$ cat src/pkg/dsr_pkg.sv
package dsr_pkg;

  // holding-register numbers of the read-only monitoring window
  localparam logic [15:0] REG_DRIVE_STATUS_WORD  = 16'h07d1;
  localparam logic [15:0] REG_IO_STATUS_WORD     = 16'h07d5;
  localparam logic [15:0] REG_OUTPUT_TORQUE      = 16'h07d6;
  localparam logic [15:0] REG_DC_LINK_VOLTAGE    = 16'h07d7;
  localparam logic [15:0] REG_HEATSINK_TEMP      = 16'h07d8;
  localparam logic [15:0] REG_ANALOG_IN_ONE_RAW  = 16'h07d9;
  localparam logic [15:0] REG_ANALOG_IN_TWO_RAW  = 16'h07da;
  localparam logic [15:0] REG_ANALOG_OUT_LEVEL   = 16'h07db;
  localparam logic [15:0] REG_LOOP_CTRL_OUTPUT   = 16'h07dc;
  localparam logic [15:0] REG_BOARD_TEMP         = 16'h07dd;
  localparam logic [15:0] REG_OUTPUT_VOLTAGE     = 16'h07de;
  localparam logic [15:0] REG_FRONT_POT_RAW      = 16'h07df;
  localparam logic [15:0] REG_FAULT_CODE         = 16'h07e0;

  // configuration parameters: register number = base + parameter number
  localparam logic [15:0] PARAM_REG_BASE   = 16'h0080;
  localparam logic [15:0] PARAM_FIRST      = 16'h0004;
  localparam logic [15:0] PARAM_LAST       = 16'h003c;
  localparam int          PARAM_COUNT      = 57;
  localparam logic [15:0] PARAM_RESET      = 16'h0000;
  localparam logic [15:0] PARAM_RATED_CURR = 16'h0008;

  // drive status word bit positions
  localparam int DS_READY      = 0;
  localparam int DS_RUNNING    = 1;
  localparam int DS_TRIPPED    = 2;
  localparam int DS_STANDBY    = 3;
  localparam int DS_FIRE_MODE  = 4;
  localparam int DS_AT_SPEED   = 6;
  localparam int DS_BELOW_MIN  = 7;
  localparam int DS_OVERLOAD   = 8;
  localparam int DS_MAINS_LOSS = 9;
  localparam int DS_HS_HOT     = 10;
  localparam int DS_BOARD_HOT  = 11;
  localparam int DS_FOLDBACK   = 12;
  localparam int DS_REVERSE    = 13;
  localparam int DS_LIVE       = 15;
  localparam logic [15:0] DS_RESERVED_MASK = 16'h4020;

  // io status word bit positions
  localparam int IO_DIN_LSB    = 0;
  localparam int IO_SW_FWD     = 6;
  localparam int IO_SW_REV     = 7;
  localparam int IO_DOUT       = 8;
  localparam int IO_RELAY      = 9;
  localparam int IO_AIN1_LOSS  = 12;
  localparam int IO_AIN2_LOSS  = 13;
  localparam int IO_POT_HALF   = 15;
  localparam logic [15:0] IO_RESERVED_MASK = 16'h4c30;

  // thresholds
  localparam logic signed [15:0] HEATSINK_LIMIT_C = 16'sh0055;
  localparam logic signed [15:0] BOARD_LIMIT_C    = 16'sh0050;
  localparam logic [15:0]        POT_HALF_SCALE   = 16'h0800;

  localparam logic [15:0] STATUS_RESET = 16'h0000;

  typedef struct packed {
    logic        valid;
    logic        write;
    logic [15:0] reg_num;
    logic [15:0] wdata;
  } dsr_req_type;

  typedef struct packed {
    logic        valid;
    logic        err;
    logic [15:0] rdata;
  } dsr_rsp_type;

  typedef struct packed {
    logic        trip;
    logic        mains_loss;
    logic        hw_enable;
    logic        running;
    logic        standby;
    logic        fire_mode;
    logic        drive_enabled;
    logic        foldback;
    logic signed [15:0] out_speed;
    logic signed [15:0] speed_setpoint;
    logic [15:0] min_speed;
    logic [15:0] motor_current;
  } dsr_drive_type;

  typedef struct packed {
    logic [3:0]  digital_in;
    logic        switch_fwd;
    logic        switch_rev;
    logic        digital_out_active;
    logic        relay_closed;
    logic        analog_in_one_loss;
    logic        analog_in_two_loss;
  } dsr_io_type;

  typedef struct packed {
    logic [15:0] output_torque;
    logic [15:0] dc_link_voltage;
    logic signed [15:0] heatsink_temp;
    logic [15:0] analog_in_one_raw;
    logic [15:0] analog_in_two_raw;
    logic [15:0] analog_out_level;
    logic [15:0] loop_controller_output;
    logic signed [15:0] board_temp;
    logic [15:0] output_voltage;
    logic [15:0] front_pot_raw;
    logic [15:0] fault_code;
  } dsr_meas_type;

endpackage

$ cat src/rtl/dsr_drive_status_register_bank.sv
// Operation
// - parameters 4 to 60 sit at holding register 128 plus parameter number
// - every configuration parameter register can be read and written
// - status bit 0 ready: no trip, no mains loss, hardware enabled
// - status bits 1, 2, 3: running, tripped, standby
// - status bit 4 follows fire-override mode
// - status bit 6: enabled and output speed equals setpoint
// - status bit 7: enabled and output speed magnitude below minimum speed
// - status bit 8: motor current above rated current parameter
// - status bit 9: mains supply loss detected
// - status bit 10: heatsink above 85 degrees
// - status bit 11: control board above 80 degrees
// - status bit 12: switching frequency foldback active
// - status bit 13: output speed negative
// - status bit 15 inverts on every read of the status word
// - io bits 0 to 3 follow digital inputs one to four
// - io bit 2 is input three, bit 3 is input four
// - io bits 6 and 7 follow forward and reverse switches
// - io bit 8: digital output active or analogue output above zero
// - io bit 9 follows the user relay contact
// - io bits 12 and 13 flag current-loop loss on analogue inputs
// - io bit 15: front potentiometer above half scale
`timescale 1ns/100ps
`default_nettype none
module dsr_drive_status_register_bank (
  input  wire logic                  i_clk,
  input  wire logic                  i_resetn,
  input  wire logic                  i_ce,
  input  wire dsr_pkg::dsr_req_type  i_req,
  output dsr_pkg::dsr_rsp_type       o_rsp,
  input  wire dsr_pkg::dsr_drive_type i_drive,
  input  wire dsr_pkg::dsr_io_type   i_io,
  input  wire dsr_pkg::dsr_meas_type i_meas,
  output logic      [15:0]           o_drive_status,
  output logic      [15:0]           o_io_status
);

  typedef enum logic [1:0] {
    DSR_SEL_NONE,
    DSR_SEL_MON,
    DSR_SEL_PARAM
  } dsr_sel_type;

  logic        rst_meta_r;
  logic        rst_n_r;
  logic [15:0] status_r;
  logic [15:0] io_r;
  logic        live_r;
  dsr_pkg::dsr_meas_type meas_r;
  dsr_pkg::dsr_rsp_type  rsp_r;
  logic [15:0] status_nxt;
  logic [15:0] io_nxt;
  logic [15:0] rated_current;
  logic [15:0] param_rdata;
  logic [5:0]  param_idx;
  logic        param_wr;
  logic        status_read;
  logic        ready_cond;
  logic [15:0] speed_mag;
  dsr_sel_type sel;

  // reset released through two flops so every state flop leaves reset together
  always_ff @(posedge i_clk or negedge i_resetn) begin
    if (!i_resetn) begin
      rst_meta_r <= 1'b0;
      rst_n_r    <= 1'b0;
    end else begin
      rst_meta_r <= 1'b1;
      rst_n_r    <= rst_meta_r;
    end
  end

  function automatic logic is_param_reg(input logic [15:0] num);
    is_param_reg = num >= (dsr_pkg::PARAM_REG_BASE + dsr_pkg::PARAM_FIRST) &&
                   num <= (dsr_pkg::PARAM_REG_BASE + dsr_pkg::PARAM_LAST);
  endfunction

  function automatic logic is_mon_reg(input logic [15:0] num);
    is_mon_reg = num == dsr_pkg::REG_DRIVE_STATUS_WORD ||
                 (num >= dsr_pkg::REG_IO_STATUS_WORD && num <= dsr_pkg::REG_FAULT_CODE);
  endfunction

  always_comb begin
    if (is_mon_reg(i_req.reg_num)) begin
      sel = DSR_SEL_MON;
    end else if (is_param_reg(i_req.reg_num)) begin
      sel = DSR_SEL_PARAM;
    end else begin
      sel = DSR_SEL_NONE;
    end
  end

  assign param_idx   = 6'(i_req.reg_num - dsr_pkg::PARAM_REG_BASE - dsr_pkg::PARAM_FIRST);
  assign param_wr    = i_req.valid && i_req.write && sel == DSR_SEL_PARAM;
  assign status_read = i_req.valid && !i_req.write &&
                       i_req.reg_num == dsr_pkg::REG_DRIVE_STATUS_WORD;

  dsr_param_store u_params (
    .i_clk           (i_clk),
    .i_rst_n         (rst_n_r),
    .i_ce            (i_ce),
    .i_wr            (param_wr),
    .i_idx           (param_idx),
    .i_wdata         (i_req.wdata),
    .i_rd_idx        (param_idx),
    .o_rdata         (param_rdata),
    .o_rated_current (rated_current)
  );

  assign ready_cond = !i_drive.trip && !i_drive.mains_loss && i_drive.hw_enable;
  assign speed_mag  = i_drive.out_speed[15] ? 16'(-i_drive.out_speed) : i_drive.out_speed;

  always_comb begin
    status_nxt                        = dsr_pkg::STATUS_RESET;
    status_nxt[dsr_pkg::DS_READY]     = ready_cond;
    status_nxt[dsr_pkg::DS_RUNNING]   = i_drive.running;
    status_nxt[dsr_pkg::DS_TRIPPED]   = i_drive.trip;
    status_nxt[dsr_pkg::DS_STANDBY]   = i_drive.standby;
    status_nxt[dsr_pkg::DS_FIRE_MODE] = i_drive.fire_mode;
    status_nxt[dsr_pkg::DS_AT_SPEED]  = i_drive.drive_enabled &&
                                        i_drive.out_speed == i_drive.speed_setpoint;
    status_nxt[dsr_pkg::DS_BELOW_MIN] = i_drive.drive_enabled &&
                                        speed_mag < i_drive.min_speed;
    status_nxt[dsr_pkg::DS_OVERLOAD]  = i_drive.motor_current > rated_current;
    status_nxt[dsr_pkg::DS_MAINS_LOSS] = i_drive.mains_loss;
    status_nxt[dsr_pkg::DS_HS_HOT]    = i_meas.heatsink_temp > dsr_pkg::HEATSINK_LIMIT_C;
    status_nxt[dsr_pkg::DS_BOARD_HOT] = i_meas.board_temp > dsr_pkg::BOARD_LIMIT_C;
    status_nxt[dsr_pkg::DS_FOLDBACK]  = i_drive.foldback;
    status_nxt[dsr_pkg::DS_REVERSE]   = i_drive.out_speed < 16'sh0000;
  end

  always_comb begin
    io_nxt                              = dsr_pkg::STATUS_RESET;
    io_nxt[dsr_pkg::IO_DIN_LSB +: 4]    = i_io.digital_in;
    io_nxt[dsr_pkg::IO_SW_FWD]          = i_io.switch_fwd;
    io_nxt[dsr_pkg::IO_SW_REV]          = i_io.switch_rev;
    io_nxt[dsr_pkg::IO_DOUT]            = i_io.digital_out_active ||
                                          i_meas.analog_out_level != 16'h0000;
    io_nxt[dsr_pkg::IO_RELAY]           = i_io.relay_closed;
    io_nxt[dsr_pkg::IO_AIN1_LOSS]       = i_io.analog_in_one_loss;
    io_nxt[dsr_pkg::IO_AIN2_LOSS]       = i_io.analog_in_two_loss;
    io_nxt[dsr_pkg::IO_POT_HALF]        = i_meas.front_pot_raw > dsr_pkg::POT_HALF_SCALE;
  end

  // flags sampled every enabled cycle; the live bit is kept apart from them
  always_ff @(posedge i_clk or negedge rst_n_r) begin
    if (!rst_n_r) begin
      status_r <= dsr_pkg::STATUS_RESET;
      io_r     <= dsr_pkg::STATUS_RESET;
      meas_r   <= '0;
    end else if (i_ce) begin
      status_r <= status_nxt;
      io_r     <= io_nxt;
      meas_r   <= i_meas;
    end
  end

  // the reply carries the old value, the flip is seen by the next read
  always_ff @(posedge i_clk or negedge rst_n_r) begin
    if (!rst_n_r) begin
      live_r <= 1'b0;
    end else if (i_ce && status_read) begin
      live_r <= !live_r;
    end
  end

  // monitoring registers are read only; a write there is answered with an error
  always_ff @(posedge i_clk or negedge rst_n_r) begin
    if (!rst_n_r) begin
      rsp_r <= '0;
    end else if (i_ce) begin
      rsp_r.valid <= i_req.valid;
      rsp_r.err   <= i_req.valid && (sel == DSR_SEL_NONE ||
                     (sel == DSR_SEL_MON && i_req.write));
      rsp_r.rdata <= 16'h0000;
      if (i_req.valid && !i_req.write) begin
        unique case (sel)
          DSR_SEL_PARAM: rsp_r.rdata <= param_rdata;
          DSR_SEL_MON: begin
            unique case (i_req.reg_num)
              dsr_pkg::REG_DRIVE_STATUS_WORD: begin
                rsp_r.rdata <= {live_r, status_r[14:0]};
              end
              dsr_pkg::REG_IO_STATUS_WORD:    rsp_r.rdata <= io_r;
              dsr_pkg::REG_OUTPUT_TORQUE:     rsp_r.rdata <= meas_r.output_torque;
              dsr_pkg::REG_DC_LINK_VOLTAGE:   rsp_r.rdata <= meas_r.dc_link_voltage;
              dsr_pkg::REG_HEATSINK_TEMP:     rsp_r.rdata <= meas_r.heatsink_temp;
              dsr_pkg::REG_ANALOG_IN_ONE_RAW: rsp_r.rdata <= meas_r.analog_in_one_raw;
              dsr_pkg::REG_ANALOG_IN_TWO_RAW: rsp_r.rdata <= meas_r.analog_in_two_raw;
              dsr_pkg::REG_ANALOG_OUT_LEVEL:  rsp_r.rdata <= meas_r.analog_out_level;
              dsr_pkg::REG_LOOP_CTRL_OUTPUT:  rsp_r.rdata <= meas_r.loop_controller_output;
              dsr_pkg::REG_BOARD_TEMP:        rsp_r.rdata <= meas_r.board_temp;
              dsr_pkg::REG_OUTPUT_VOLTAGE:    rsp_r.rdata <= meas_r.output_voltage;
              dsr_pkg::REG_FRONT_POT_RAW:     rsp_r.rdata <= meas_r.front_pot_raw;
              dsr_pkg::REG_FAULT_CODE:        rsp_r.rdata <= meas_r.fault_code;
              default:                        rsp_r.rdata <= 16'h0000;
            endcase
          end
          DSR_SEL_NONE:  rsp_r.rdata <= 16'h0000;
        endcase
      end
    end
  end

  assign o_rsp          = rsp_r;
  assign o_drive_status = {live_r, status_r[14:0]};
  assign o_io_status    = io_r;
endmodule
`default_nettype wire

$ cat src/rtl/dsr_param_store.sv
`timescale 1ns/100ps
`default_nettype none
module dsr_param_store (
  input  wire logic        i_clk,
  input  wire logic        i_rst_n,
  input  wire logic        i_ce,
  input  wire logic        i_wr,
  input  wire logic [5:0]  i_idx,
  input  wire logic [15:0] i_wdata,
  input  wire logic [5:0]  i_rd_idx,
  output logic      [15:0] o_rdata,
  output logic      [15:0] o_rated_current
);

  logic [15:0] mem_r [dsr_pkg::PARAM_COUNT];

  // one flop word per parameter; index 0 holds the lowest exposed parameter
  genvar g;
  generate
    for (g = 0; g < dsr_pkg::PARAM_COUNT; g++) begin : g_word
      always_ff @(posedge i_clk or negedge i_rst_n) begin
        if (!i_rst_n) begin
          mem_r[g] <= dsr_pkg::PARAM_RESET;
        end else if (i_ce && i_wr && i_idx == 6'(g)) begin
          mem_r[g] <= i_wdata;
        end
      end
    end
  endgenerate

  assign o_rdata         = mem_r[i_rd_idx];
  assign o_rated_current = mem_r[6'(dsr_pkg::PARAM_RATED_CURR - dsr_pkg::PARAM_FIRST)];

endmodule
`default_nettype wire

$ cat config.mk
export PLATFORM = sky130hd
export DESIGN_NAME = dsr_drive_status_register_bank
export DESIGN_NICKNAME = d
export VERILOG_FILES = /design/src/pkg/dsr_pkg.sv /design/src/rtl/dsr_drive_status_register_bank.sv /design/src/rtl/dsr_param_store.sv
export SDC_FILE = /design/constraint.sdc
export NUM_CORES = 2
export LEC_CHECK = 0
export ABC_AREA = 0
export BUFFER_PORTS_ARGS = -buffer_cell sky130_fd_sc_hd__buf_2
export CELL_PAD_IN_SITES_DETAIL_PLACEMENT = 1
export CELL_PAD_IN_SITES_GLOBAL_PLACEMENT = 2
export CORE_UTILIZATION = 33
export DETAILED_ROUTE_END_ITERATION = 10
export PLACE_DENSITY = 0.67
export SLEW_MARGIN = 20
export SYNTH_ARGS = -nofsm -noshare
export SYNTH_HDL_FRONTEND = slang
export SYNTH_SLANG_ARGS = --single-unit
$ cat constraint.sdc
create_clock -name i_clk -period 90.8 [get_ports i_clk]
set_input_delay 13.62 -clock i_clk [delete_from_list [all_inputs] [get_ports i_clk]]
set_output_delay 13.62 -clock i_clk [all_outputs]
set_load 0.05 [all_outputs]
==> reports/metrics.yaml <==
syn-cell-area_sq_um: 53340
internal_power_w: 0.0008451
swShare_pct: 25.08
clock_sinks: 1133
multi_input_area_sq_um: 23380
synth.distinct_cells: 73
yosys_register_bits: 1133
finalNonFillerCells: 6127
area_delta_synth_final_pct: 14.80
vias: 33080
seqPwrFrac_pct: 46.2
grt_pass1_wl_um: 260500
routabilityCongestion: 0.8243
fp-row-count: 147
first_pass_iters: 5
yosysMostFrequentCell: "dfrtp_1"
grt_usage_pct: 21.78
hold_buffers: 0
grt_start_max_net_pins: 173
wire_per_inst_um: 28.58
grt_pass1_vias: 35280
vdd_ir_drop_max_mv: 0.01627
ys_warn_count: 0
fp.dieH_um: 404.1
final_nets: 4194
tns_ns: 0
die-area_sq_um: 163300
numCtsBuffers: 132
final_max_slew_viol_count: 0
io_buffer_count: 337
detailed_place_hpwl_um: 116400
drv_cap: 0
comb_power_share_pct: 7.3
syn_avg_cell_area_sq_um: 14.78
seq_area_sq_um: 28360
yosys-top-cells-area: "dfrtp_1, mux2_2, mux4_2"
cts_tree: "built"
layout-drive-gt1-share_pct: 51.39
fillers: 16320
min_period_ns: 17.63
p_per_area_nw_per_um2: 18.42
path_class: "input port to flop"
synth_cells: 3610
slew_headroom_pct: 23.08
yosys.area.top_type: "dfrtp_1"
synth_edf_count: 0
dpl.cell_count: 5887
synth_ff_type: "dfrtp_1"
worst_pin_slew_ns: 1.151
finalHoldViolations: 0
viasPerCell: 5.399
ys_top_cells_by_count: "dfrtp_1, mux2_2, mux4_2"
rsz0062_at_grt: "false"
clkTransAtPathRegs_ns: 0.06
wl_um: 175100
start_util_pct: 33.22
finClkSkew_ns: 0.02402
end_kind: "flop"
status: "completed"
cp_max_fo: 55
synth_top_area_share_pct: 53.15
core_sq_um: 160600
pin_count: 345
cp-start-kind: "input port"
ant_nets: 0
clockBufferDepth: 3
synth-seq-area-share_pct: 53.15
final.period_utilization_pct: 19.41
p_switching_w: 0.0002829
arrival_ns: 18.26
setup_violations: 0
antenna_found_initial: 17
cts_root_buf: "clkbuf_16"
hp-class: "flop to asynchronous set/reset pin"
die_w_um: 404.1
post_cts_buffers: 0
async_reset_ff_share_pct: 100.0
drtIter0Drc: 2217
clk_latency_ns: 0.78
fmax_mhz: 56.74
ctsHtreeMaxLevel: 4
ctsResizeCount: 0
p_leak_nw: 28.99
gr-total-overflow: 0
drc: 0
clock_power_share_pct: 46.5
required_ns: 91.44
critical path: stages:
cell      delay (ns)
buf_8           0.42
buf_4           0.66
buf_4           0.69
buf_4           0.65
mux4_2          0.61
nor2b_1         0.15
a211oi_1        0.52
a31oi_1         0.23
o22ai_1         0.25
nor4_1          0.08
a221o_1         0.27
power groups by stage:
| stage | sequential [W] | combinational [W] | clock, W |
|---|---|---|---|
| after detailed placement | 0.000530 | 0.0000841 | 0 |
| final | 0.000521 | 0.0000826 | 0.000524 |
| after global placement | 0.000530 | 0.0000834 | 0 |
| after global routing | 0.000522 | 0.0000894 | 0.000557 |
| after CTS | 0.000521 | 0.0000845 | 0.000539 |
| after floorplan | 0.000539 | 0.0000395 | 0 |
layout make-up:
| class | count | share of cell area, % |
|---|---|---|
| antenna | 9 | 0.03678 |
| clock buffer | 194 | 6.332 |
| clock inverter | 37 | 0.5864 |
| inverter | 47 | 0.2881 |
| multi-input combinational | 2129 | 38.19 |
| sequential | 1133 | 46.31 |
| tap | 2160 | 4.413 |
| timing repair buffer | 418 | 3.851 |
state kept, by name, summed over array words and instances, names as in the netlist:
signal / flops
status_r: 13
u_params.mem_r: 896
live_r: 1
rst_n_r: 1
meas_r: 176
o_io_status: 11
u_params.o_rated_current: 16
o_rsp: 18
rst_meta_r: 1
cells by family (layout without fill, tap and decap cells):
kind of cell	Yosys count	in the layout	share of synthesized area, %
compound gates	300	300	4.067
fa+ha+maj	38	38	0.8913
mux	1368	1368	33.87
flops	1133	1133	53.15
buf+inv	354	696	3.213
xor+xnor	32	32	0.5254
simple gates	383	383	4.267
other cells	2	17	0.01408
stage by stage:
stage | power (W) | cell area, sq um | hold WS, ns | worst slack (ns) | util (%)
4_1_cts | 0.001144 | 61210 | 0.3398 | 73.14 | 38.12
5_1_grt | 0.001168 | 61210 | 0.3654 | 72.95 | 38.12
6_report | 0.001128 | 61240 | 0.3096 | 73.17 | 38.14
2_1_floorplan | 0.0005780 | 53370 | 0.3312 | 56.88 | -
3_5_place_dp | 0.0006144 | 56970 | 0.3329 | 72.33 | 35.48
3_3_place_gp | 0.0006132 | 56970 | 0.3242 | 72.34 | 35.48
worst paths after layout:
kind                            startpoint                   to  slack, ns  cells past startpoint
worst max register to register     rst_n_r             o_rsp[6]      85.67                      5
worst min-delay path               rst_n_r  u_params.mem_r[522]       0.31                      0
worst min register to register     rst_n_r  u_params.mem_r[522]       0.31                      0
min in group i_clk              rst_meta_r              rst_n_r       0.36                      0
max in group asynchronous         i_resetn              rst_n_r      78.00                      1
worst max-delay path             i_req[17]            o_rsp[13]      73.17                     11
per-layer routing:
layer	vias up	routed length, um	global-route usage [%]
li1	13950	-	-
met1	18080	80570	30.54
met2	799	81640	34.47
met3	230	7932	3.841
met4	18	4820	6.313
met5	-	127	0
cell usage in the layout (no fill, tap or decap), drive strengths merged, types with 14 or more instances in the layout:
cell	synthesis	routed
a211oi	28	28
mux4	239	239
a21oi	21	21
mux2	1107	1107
dfrtp	1133	1133
nand2	140	140
nand3	41	41
ha	38	38
nor2b	43	43
clkinv	0	21
a22oi	40	40
nor2	67	67
nor3	23	23
o22ai	33	33
xor2	18	18
xnor2	14	14
inv	47	56
mux2i	22	22
o21ai	39	39
a221oi	22	22
buf	148	418
a31oi	33	33
clkbuf	159	194
a22o	14	14
nor4	25	25
No activity file was read; power rests on OpenSTA's default activity.
